**config.mk**
```make
export PLATFORM = sky130hd
export DESIGN_NAME = adc_signal_monitor_registers
export DESIGN_NICKNAME = d
export VERILOG_FILES = /design/src/hdl/monitor_pkg.sv /design/src/hdl/frame_buffer.sv /design/src/hdl/adc_signal_monitor_registers.sv
export VERILOG_INCLUDE_DIRS = /design/src /design/src/hdl
export SDC_FILE = /design/constraint.sdc
export NUM_CORES = 1
export LEC_CHECK = 0
export BUFFER_PORTS_ARGS = -buffer_cell sky130_fd_sc_hd__clkbuf_2
export CORE_MARGIN = 5
export CORE_UTILIZATION = 55
export CTS_CLUSTER_DIAMETER = 60
export DETAILED_ROUTE_END_ITERATION = 7
export GPL_ROUTABILITY_DRIVEN = 0
export GPL_TIMING_DRIVEN = 0
export PLACE_DENSITY = 0.74
export SYNTH_ARGS = -nofsm -noshare
export SYNTH_HDL_FRONTEND = slang
export SYNTH_HIERARCHICAL = 1
export SYNTH_SLANG_ARGS = --single-unit
export TNS_END_PERCENT = 100
```
**constraint.sdc**
```tcl
create_clock -name clk_sys -period 13.75 [get_ports clk_sys]
set_input_delay 3.4375 -clock clk_sys [delete_from_list [all_inputs] [get_ports clk_sys]]
set_output_delay 3.4375 -clock clk_sys [all_outputs]
set_load 0.01 [all_outputs]
```
**src/hdl/monitor_defines.svh**
```systemverilog
`ifndef MONITOR_DEFINES_SVH
`define MONITOR_DEFINES_SVH

// ==========================================================================
// Register port and field widths
`define REG_ADDR_W 13
`define PERIOD_W 24
`define DWELL_W 16
`define RESULT_W 20
`define DC_W 14
`define FRAME_W 40
`define FRAME_CNT_W 6

// ==========================================================================
// Register offsets
`define OFS_DWELL_LOW 13'h10A
`define OFS_DWELL_HIGH 13'h10B
`define OFS_DC_CTRL 13'h10C
`define OFS_DC_A_LOW 13'h10D
`define OFS_DC_A_HIGH 13'h10E
`define OFS_DC_B_LOW 13'h10F
`define OFS_DC_B_HIGH 13'h110
`define OFS_PORT_CTRL 13'h111
`define OFS_MON_CTRL 13'h112
`define OFS_PERIOD_0 13'h113
`define OFS_PERIOD_1 13'h114
`define OFS_PERIOD_2 13'h115
`define OFS_RES_A_0 13'h116
`define OFS_RES_A_1 13'h117
`define OFS_RES_A_2 13'h118
`define OFS_RES_B_0 13'h119
`define OFS_RES_B_1 13'h11A
`define OFS_RES_B_2 13'h11B

// ==========================================================================
// Reset values
`define RST_ZERO 8'h00
`define RST_PORT_CTRL 8'h04
`define RST_PERIOD_0 8'h40

// ==========================================================================
// Field positions
`define DC_MON_EN 0
`define DC_PATH_EN 1
`define DC_BW_LSB 2
`define DC_BW_MSB 5
`define DC_FREEZE 6
`define PC_OUT_EN 0
`define PC_SLEEP 1
`define PC_DIV_LSB 2
`define PC_DIV_MSB 3
`define PC_THR_EN 4
`define PC_PEAK_EN 5
`define PC_RMS_EN 6
`define MC_EN 0
`define MC_MODE_LSB 1
`define MC_MODE_MSB 2
`define MC_MS_SEL 3
`define MC_COMPLEX 7

// ==========================================================================
// Mode codes and serial clock divide codes
`define MODE_CODE_MAG 2'h0
`define MODE_CODE_PEAK 2'h1
`define DIV_CODE_4 2'h2
`define DIV_CODE_8 2'h3
`define HALF_TERM_2 2'h0
`define HALF_TERM_4 2'h1
`define HALF_TERM_8 2'h3

`endif

```
**src/hdl/monitor_pkg.sv**
```systemverilog
// ==========================================================================
// Shared types
package monitor_pkg;

  // Content selected for the result registers
  typedef enum logic [1:0] {MODE_MAGNITUDE, MODE_PEAK, MODE_THRESHOLD} mon_mode_t;

  // Serial monitor output sequencer
  typedef enum logic {SER_IDLE, SER_SHIFT} ser_state_t;

endpackage : monitor_pkg

```
**src/hdl/frame_buffer.sv**
```systemverilog
`timescale 1ns/1ps
`default_nettype none

// ==========================================================================
// Small FIFO between the period logic and the serial output
module frame_buffer #(
  parameter int WIDTH = 40,
  parameter int DEPTH = 2
) (
  // Clock and reset
  input wire logic clk_sys,
  input wire logic arst_n,
  // Fill side
  input wire logic in_valid,
  output logic in_ready,
  input wire logic [WIDTH-1:0] in_data,
  // Drain side
  output logic out_valid,
  input wire logic out_ready,
  output logic [WIDTH-1:0] out_data
);

  localparam int PTR_W = (DEPTH > 1) ? $clog2(DEPTH) : 1;
  localparam logic [PTR_W:0] DEPTH_CNT = (PTR_W + 1)'(DEPTH);
  localparam logic [PTR_W-1:0] LAST_IDX = PTR_W'(DEPTH - 1);

  logic [WIDTH-1:0] mem_q [DEPTH];
  logic [PTR_W-1:0] wr_q, rd_q;
  logic [PTR_W:0] cnt_q;
  logic push, pop;

  // Honest flags straight from the fill count
  assign in_ready = (cnt_q != DEPTH_CNT);
  assign out_valid = (cnt_q != '0);
  assign out_data = mem_q[rd_q];
  assign push = in_valid && in_ready;
  assign pop = out_valid && out_ready;

  // Storage, one flop row per entry
  always_ff @(posedge clk_sys or negedge arst_n) begin
    if (!arst_n) begin
      for (int i = 0; i < DEPTH; i++) begin
        mem_q[i] <= '0;
      end
    end else if (push) begin
      mem_q[wr_q] <= in_data;
    end
  end

  // Pointers wrap at the configured depth
  always_ff @(posedge clk_sys or negedge arst_n) begin
    if (!arst_n) begin
      wr_q <= '0;
      rd_q <= '0;
    end else begin
      if (push) begin
        wr_q <= (wr_q == LAST_IDX) ? '0 : wr_q + 1'b1;
      end
      if (pop) begin
        rd_q <= (rd_q == LAST_IDX) ? '0 : rd_q + 1'b1;
      end
    end
  end

  // Fill count
  always_ff @(posedge clk_sys or negedge arst_n) begin
    if (!arst_n) begin
      cnt_q <= '0;
    end else if (push && !pop) begin
      cnt_q <= cnt_q + 1'b1;
    end else if (pop && !push) begin
      cnt_q <= cnt_q - 1'b1;
    end
  end

endmodule : frame_buffer

`default_nettype wire

```
**src/hdl/adc_signal_monitor_registers.sv**
```systemverilog
`timescale 1ns/1ps
`default_nettype none
`include "monitor_defines.svh"

module adc_signal_monitor_registers #(
  parameter int BUF_DEPTH = 2
) (
  // Clock and reset
  input wire logic clk_sys,
  input wire logic arst_n,
  // Register port from the serial control port
  input wire logic [`REG_ADDR_W-1:0] reg_addr,
  input wire logic reg_wr,
  input wire logic [7:0] reg_wdata,
  output logic [7:0] reg_rdata,
  // Sample stream from the measurement arithmetic
  input wire logic sample_en,
  input wire logic below_fine_lower,
  input wire logic [`RESULT_W-1:0] meas_a,
  input wire logic [`RESULT_W-1:0] meas_b,
  input wire logic dc_calc_valid,
  input wire logic [`DC_W-1:0] dc_calc_a,
  input wire logic [`DC_W-1:0] dc_calc_b,
  // Controls to the measurement arithmetic
  output logic mon_enable,
  output monitor_pkg::mon_mode_t mon_mode,
  output logic ms_select,
  output logic complex_mode,
  output logic [3:0] dc_bandwidth,
  output logic dc_freeze,
  output logic dc_path_en,
  output logic dc_mon_en,
  output logic period_done,
  output logic increase_gain_flag,
  // Serial monitor output
  output logic monitor_serial_clk,
  output logic monitor_serial_data,
  output logic monitor_serial_frame
);

  // ========================================================================
  // Register storage
  logic [7:0] dwell_low_q, dwell_high_q, dc_ctrl_q, port_ctrl_q, mon_ctrl_q;
  logic [7:0] period_0_q, period_1_q, period_2_q;
  logic [`RESULT_W-1:0] result_a_q, result_b_q;
  logic [`DC_W-1:0] dc_a_q, dc_b_q;
  logic [7:0] reg_rdata_q;
  logic [`PERIOD_W-1:0] period_val, period_last, period_cnt_q;
  logic [`DWELL_W-1:0] dwell_val, dwell_cnt_q;
  logic gain_flag_q, period_end, push_want, stall, update;
  logic buf_in_ready, buf_out_valid, buf_out_ready;
  logic [`FRAME_W-1:0] buf_out_data;
  logic word_enabled;

  // Writable registers; the rest ignore writes
  always_ff @(posedge clk_sys or negedge arst_n) begin
    if (!arst_n) begin
      dwell_low_q <= `RST_ZERO;
      dwell_high_q <= `RST_ZERO;
      dc_ctrl_q <= `RST_ZERO;
      port_ctrl_q <= `RST_PORT_CTRL;
      mon_ctrl_q <= `RST_ZERO;
      period_0_q <= `RST_PERIOD_0;
      period_1_q <= `RST_ZERO;
      period_2_q <= `RST_ZERO;
    end else if (reg_wr) begin
      case (reg_addr)
        `OFS_DWELL_LOW: dwell_low_q <= reg_wdata;
        `OFS_DWELL_HIGH: dwell_high_q <= reg_wdata;
        `OFS_DC_CTRL: dc_ctrl_q <= reg_wdata;
        `OFS_PORT_CTRL: port_ctrl_q <= reg_wdata;
        `OFS_MON_CTRL: mon_ctrl_q <= reg_wdata;
        `OFS_PERIOD_0: period_0_q <= reg_wdata;
        `OFS_PERIOD_1: period_1_q <= reg_wdata;
        `OFS_PERIOD_2: period_2_q <= reg_wdata;
        default: ;
      endcase
    end
  end

  // Read data registered one cycle after the address; open bits read zero
  always_ff @(posedge clk_sys or negedge arst_n) begin
    if (!arst_n) begin
      reg_rdata_q <= `RST_ZERO;
    end else begin
      case (reg_addr)
        `OFS_DWELL_LOW: reg_rdata_q <= dwell_low_q;
        `OFS_DWELL_HIGH: reg_rdata_q <= dwell_high_q;
        `OFS_DC_CTRL: reg_rdata_q <= {1'b0, dc_ctrl_q[6:0]};
        `OFS_DC_A_LOW: reg_rdata_q <= dc_a_q[7:0];
        `OFS_DC_A_HIGH: reg_rdata_q <= {2'b00, dc_a_q[13:8]};
        `OFS_DC_B_LOW: reg_rdata_q <= dc_b_q[7:0];
        `OFS_DC_B_HIGH: reg_rdata_q <= {2'b00, dc_b_q[13:8]};
        `OFS_PORT_CTRL: reg_rdata_q <= {1'b0, port_ctrl_q[6:0]};
        `OFS_MON_CTRL: reg_rdata_q <= {mon_ctrl_q[7], 3'b000, mon_ctrl_q[3:0]};
        `OFS_PERIOD_0: reg_rdata_q <= period_0_q;
        `OFS_PERIOD_1: reg_rdata_q <= period_1_q;
        `OFS_PERIOD_2: reg_rdata_q <= period_2_q;
        `OFS_RES_A_0: reg_rdata_q <= result_a_q[7:0];
        `OFS_RES_A_1: reg_rdata_q <= result_a_q[15:8];
        `OFS_RES_A_2: reg_rdata_q <= {4'h0, result_a_q[19:16]};
        `OFS_RES_B_0: reg_rdata_q <= result_b_q[7:0];
        `OFS_RES_B_1: reg_rdata_q <= result_b_q[15:8];
        `OFS_RES_B_2: reg_rdata_q <= {4'h0, result_b_q[19:16]};
        default: reg_rdata_q <= `RST_ZERO;
      endcase
    end
  end
  assign reg_rdata = reg_rdata_q;

  // ========================================================================
  // Control decode towards the arithmetic
  assign dc_bandwidth = dc_ctrl_q[`DC_BW_MSB:`DC_BW_LSB];
  assign dc_freeze = dc_ctrl_q[`DC_FREEZE];
  assign dc_path_en = dc_ctrl_q[`DC_PATH_EN];
  assign dc_mon_en = dc_ctrl_q[`DC_MON_EN];
  assign mon_enable = mon_ctrl_q[`MC_EN];
  assign ms_select = mon_ctrl_q[`MC_MS_SEL];
  assign complex_mode = mon_ctrl_q[`MC_COMPLEX];

  // Both upper codes mean threshold crossing
  always_comb begin
    case (mon_ctrl_q[`MC_MODE_MSB:`MC_MODE_LSB])
      `MODE_CODE_MAG: mon_mode = monitor_pkg::MODE_MAGNITUDE;
      `MODE_CODE_PEAK: mon_mode = monitor_pkg::MODE_PEAK;
      default: mon_mode = monitor_pkg::MODE_THRESHOLD;
    endcase
  end

  // Latest dc offsets; freeze holds the last computed value
  always_ff @(posedge clk_sys or negedge arst_n) begin
    if (!arst_n) begin
      dc_a_q <= '0;
      dc_b_q <= '0;
    end else if (dc_calc_valid && !dc_freeze) begin
      dc_a_q <= dc_calc_a;
      dc_b_q <= dc_calc_b;
    end
  end

  // ========================================================================
  // Increase-gain dwell: saturating count of consecutive low samples
  assign dwell_val = {dwell_high_q, dwell_low_q};
  always_ff @(posedge clk_sys or negedge arst_n) begin
    if (!arst_n) begin
      dwell_cnt_q <= '0;
      gain_flag_q <= 1'b0;
    end else if (sample_en) begin
      if (!below_fine_lower) begin
        dwell_cnt_q <= '0;
        gain_flag_q <= 1'b0;
      end else if (dwell_cnt_q >= dwell_val) begin
        gain_flag_q <= 1'b1;
      end else begin
        dwell_cnt_q <= dwell_cnt_q + 1'b1;
      end
    end
  end
  assign increase_gain_flag = gain_flag_q;

  // ========================================================================
  // Period counter; a full buffer stalls it at the last count
  assign period_val = {period_2_q, period_1_q, period_0_q};
  assign period_last = (period_val == '0) ? '0 : period_val - 1'b1;
  assign period_end = sample_en && mon_enable && (period_cnt_q >= period_last);
  always_comb begin
    case (mon_mode)
      monitor_pkg::MODE_MAGNITUDE: word_enabled = port_ctrl_q[`PC_RMS_EN];
      monitor_pkg::MODE_PEAK: word_enabled = port_ctrl_q[`PC_PEAK_EN];
      default: word_enabled = port_ctrl_q[`PC_THR_EN];
    endcase
  end
  assign push_want = period_end && port_ctrl_q[`PC_OUT_EN] && word_enabled;
  assign stall = push_want && !buf_in_ready;
  assign update = period_end && !stall;
  assign period_done = update;

  always_ff @(posedge clk_sys or negedge arst_n) begin
    if (!arst_n) begin
      period_cnt_q <= '0;
    end else if (!mon_enable || update) begin
      period_cnt_q <= '0;
    end else if (sample_en && !period_end) begin
      period_cnt_q <= period_cnt_q + 1'b1;
    end
  end

  // Results change only at a period boundary, so reads stay coherent
  always_ff @(posedge clk_sys or negedge arst_n) begin
    if (!arst_n) begin
      result_a_q <= '0;
      result_b_q <= '0;
    end else if (update) begin
      result_a_q <= meas_a;
      result_b_q <= meas_b;
    end
  end

  frame_buffer #(
    .WIDTH(`FRAME_W),
    .DEPTH(BUF_DEPTH)
  ) u_frame_buffer (
    .clk_sys(clk_sys),
    .arst_n(arst_n),
    .in_valid(push_want),
    .in_ready(buf_in_ready),
    .in_data({meas_a, meas_b}),
    .out_valid(buf_out_valid),
    .out_ready(buf_out_ready),
    .out_data(buf_out_data)
  );

  // ========================================================================
  // Serial monitor output: clock enable divider, data changes on falling edge
  monitor_pkg::ser_state_t ser_q;
  logic [1:0] div_cnt_q, half_term;
  logic [`FRAME_W-1:0] shift_q;
  logic [`FRAME_CNT_W-1:0] bits_q;
  logic sclk_q, frame_q, tick, load, sleeping;

  // Undefined code 00 falls back to divide by 2
  always_comb begin
    case (port_ctrl_q[`PC_DIV_MSB:`PC_DIV_LSB])
      `DIV_CODE_4: half_term = `HALF_TERM_4;
      `DIV_CODE_8: half_term = `HALF_TERM_8;
      default: half_term = `HALF_TERM_2;
    endcase
  end
  assign tick = (div_cnt_q >= half_term);
  assign sleeping = port_ctrl_q[`PC_SLEEP] && (ser_q == monitor_pkg::SER_IDLE);
  // Load only at a falling edge, or on a tick while sleep parks the clock low, so the first bit gets a full half period
  assign load = (ser_q == monitor_pkg::SER_IDLE) && tick && buf_out_valid
                && port_ctrl_q[`PC_OUT_EN] && (sclk_q || sleeping);
  assign buf_out_ready = load;

  always_ff @(posedge clk_sys or negedge arst_n) begin
    if (!arst_n) begin
      div_cnt_q <= '0;
    end else if (tick) begin
      div_cnt_q <= '0;
    end else begin
      div_cnt_q <= div_cnt_q + 1'b1;
    end
  end

  // Serial clock: free running unless sleep parks it low while idle
  always_ff @(posedge clk_sys or negedge arst_n) begin
    if (!arst_n) begin
      sclk_q <= 1'b0;
    end else if (load || (tick && sleeping)) begin
      sclk_q <= 1'b0;
    end else if (tick) begin
      sclk_q <= ~sclk_q;
    end
  end

  // Frame sequencer, channel A word first, most significant bit first
  always_ff @(posedge clk_sys or negedge arst_n) begin
    if (!arst_n) begin
      ser_q <= monitor_pkg::SER_IDLE;
      shift_q <= '0;
      bits_q <= '0;
      frame_q <= 1'b0;
    end else begin
      case (ser_q)
        monitor_pkg::SER_IDLE: begin
          if (load) begin
            shift_q <= buf_out_data;
            bits_q <= `FRAME_CNT_W'(`FRAME_W);
            frame_q <= 1'b1;
            ser_q <= monitor_pkg::SER_SHIFT;
          end
        end
        monitor_pkg::SER_SHIFT: begin
          if (tick && sclk_q) begin
            if (bits_q == `FRAME_CNT_W'(1)) begin
              frame_q <= 1'b0;
              ser_q <= monitor_pkg::SER_IDLE;
            end else begin
              shift_q <= {shift_q[`FRAME_W-2:0], 1'b0};
              bits_q <= bits_q - 1'b1;
            end
          end
        end
        default: ser_q <= monitor_pkg::SER_IDLE;
      endcase
    end
  end
  assign monitor_serial_clk = sclk_q;
  assign monitor_serial_data = frame_q & shift_q[`FRAME_W-1];
  assign monitor_serial_frame = frame_q;

  logic [1:0] div_code_q;
  always_ff @(posedge clk_sys or negedge arst_n) begin
    if (!arst_n) begin
      div_code_q <= 2'h0;
    end else begin
      div_code_q <= port_ctrl_q[`PC_DIV_MSB:`PC_DIV_LSB];
    end
  end
endmodule : adc_signal_monitor_registers

`default_nettype wire

```
==> flow_summary.ini <==
[clock_network]
insertion_delay_ns = 0.52
clock-sinks = 311
tritoncts = built
cts_resized = 0
htree_levels = 2
numCtsBuffers = 36
hold_buffers = 0
clk_pin_slew_ns = 0.05
cts_setup_buffers = 0
cts_buffer_depth = 3
cts-root-buf = clkbuf_16

[worst_hold_path]
hold_class = flip-flop to flip-flop
whs_path_depth = 2

[detailed_routing]
top_layer = met4
drc_errors = 0
drt_wl_total_um = 43000
wl_per_cell_um = 22.51
dr.pass1.iters = 5
wl_met1_um = 18180
via_per_inst = 6.118
met2WireLength_um = 20330
vias = 11690
drt_iter0_markers = 899
ant_nets = 0
wl_met3_um = 2862

[timing]
fin_crit_sh_pct = 65.99
worstMarginPinSlew_ns = 1.169
min_period_ns = 9.073
rsz0062_at_grt = no
fmax_mhz = 110.2
slew_headroom_pct = 21.44
hold_violations = 0
drv_slew = 0
fin_worst_skew_ns = 0.01793
tns_ns = 0
setup_viol = 0

[worst_setup_path]
path_delay_family = simple AND/OR/NAND/NOR gates
worstPathMaxFanout = 10
cp.required_ns = 10.31
critPathCaptureType = output pin
crit_chain = or4_4 > or3_4 > nor3_4 > nand4_2 > or4_4 > nor3_1 > a21oi_1 > ha_1 > nand4_1 > nor4_1 > o21ai_0 > nand4_1 > o2111ai_1 > clkbuf_1 > inv_1 > clkbuf_2
startpoint_type = flip-flop
max_stage_delay_ns = 0.56
cp.arrival_ns = 5.64
reg2regPathDepth = 18
slowest_stage = or4_4
cp_num_buf_inv = 3
worst-path-stages = 16
critPathKind = flip-flop to output pin

[yosys]
syn-instance-count = 1342
ys_ff_latch = 311
syn_area_per_cell_sq_um = 12.02
synth-seq-area-share_pct = 48.28
yosys_warnings = 6
synth_nets = 1486
synthFlopType = dfrtp_1
synth_edf_count = 0
yosys.cell_types.count = 77
syn_area_sq_um = 16120
postSynth.asyncResetShare_pct = 100.0

[final_layout]
utilization_pct = 64.38
final_area_sq_um = 18580
synthToLayoutAreaGrowth_pct = 15.22
layout_common_cells = dfrtp_1 (309), mux2_2 (149), nand2_1 (117)
final_common_cell = dfrtp_1
fin_nets = 1642
drive_gt1_share_pct = 30.87
n_antenna_cell = 0

[grt]
grt_antenna_before_repair = 0
grt_max_degree = 111
grt_pass1_wl_um = 66920
overflow = 0
track_usage_pct = 25.65
first_global_vias = 11880

[placement]
portBuffers = 115
post-dp-hpwl_um = 31430
placed_area_sq_um = 17270

[die]
die_area_sq_um = 32840
start_util_pct = 55.87
coreArea_sq_um = 28860
boundaryPins = 120
fp.dieH_um = 181.2
rows = 62
fp.dieW_um = 181.2

[power]
leakage_nw = 8.521
p_per_area_nw_per_um2 = 115.0
max-vdd-ir-drop_v = 0.0001316

[status]
status = complete, no violations

[flow_run]
drv_cap = 0
## flip-flops by register name, indices dropped and copies added, names as in the netlist, 14 cells and up
register / flops
dc_a_q: 14
dc_b_q: 14
period_cnt_q: 24
u_frame_buffer/mem_q: 80
result_b_q: 20
shift_q: 40
dwell_cnt_q: 16
result_a_q: 20
## synth_stat cells (11+ instances only)
cell	number	share of area [%]
inv_1	34	0.79
mux2_4	87	8.1
nor2_1	26	0.61
nand2_1	117	2.7
mux2i_1	44	2.7
a22o_1	19	1.0
nand3_1	24	0.74
or4_1	22	1.0
o21ai_0	71	2.2
o31ai_1	21	0.98
a221oi_1	20	1.1
mux2_1	12	0.84
or3_1	19	0.74
clkbuf_1	42	0.98
xor2_1	18	0.98
dfrtp_1	309	48
ha_1	49	3.8
a22oi_1	11	0.51
nand4_1	23	0.89
nor3_1	20	0.62
a21oi_1	60	1.9
mux2_2	149	10
## per-layer routing
| metal | up-vias | GRT usage (%) |
|---|---|---|
| met5 | - | 0 |
| met4 | 0 | 9.517 |
| met3 | 93 | 5.309 |
| met2 | 415 | 41.53 |
| met1 | 5884 | 34.31 |
| li1 | 5294 | - |
## cell families (layout without fill, tap and decap cells)
kind of cell / after synthesis / in the layout / share of synthesized area (%)
simple gates: 332 / 332 / 11.69
flops: 311 / 311 / 48.28
fa+ha+maj: 49 / 49 / 3.802
xor+xnor: 27 / 27 / 1.467
compound gates: 234 / 234 / 9.413
buf+inv: 97 / 281 / 3.267
mux: 292 / 292 / 22.08
## through the flow
| step | total power, W | setup slack, ns | hold WS [ns] | instances |
|---|---|---|---|---|
| floorplan | 0.001032 | 6.019 | 0.4418 | 1342 |
| global placement | 0.001099 | 2.631 | 0.4597 | 1841 |
| detailed placement | 0.001106 | 5.145 | 0.4703 | 1844 |
| CTS | 0.002148 | 4.761 | 0.4826 | 1910 |
| global route | 0.002205 | 4.300 | 0.5027 | 1910 |
| finish | 0.002136 | 4.677 | 0.4767 | 1910 |
## power breakdown
part           switching (W)  total (W)  internal (W)
clock               0.000400    0.00105      0.000645
combinational      0.0000909   0.000142     0.0000508
sequential         0.0000163   0.000949      0.000932
total               0.000508    0.00214       0.00163
## worst register-to-register path, delay by kind of cell (launching register included)
| kind | cells | cell delay, ns |
|---|---|---|
| adder cells (fa/ha/maj) | 1 | 0.34 |
| buffers and inverters | 2 | 0.33 |
| AO/OA/AOI/OAI | 3 | 0.54 |
| flip-flops | 1 | 0.46 |
| AND/OR/NAND/NOR | 11 | 3.75 |
| multiplexers | 1 | 0.32 |
## worst paths after layout
| check | startpoint | endpoint | slack [ns] |
|---|---|---|---|
| min reg2reg | shift_q[14] | shift_q[14] | 0.48 |
| min | shift_q[14] | shift_q[14] | 0.48 |
| max reg2reg | period_1_q[1] | u_frame_buffer/mem_q[25] | 7.90 |
| max in group asynchronous | arst_n | port_ctrl_q[2] | 9.70 |
| max | period_1_q[1] | period_done | 4.68 |
| min in group asynchronous | arst_n | period_cnt_q[16] | 2.88 |
## layout make-up
class / count / area (sq um)
clock inverters: 19 / 281.5
inverters: 34 / 127.6
multi-input cells: 934 / 7812
plain buffers: 63 / 399.1
repair buffers: 118 / 666.9
clock buffers: 47 / 1025
well taps: 384 / 480.5
flip-flops and latches: 311 / 7785
fillers: 2272 / 10280
No activity file was read; power rests on OpenSTA's default activity.
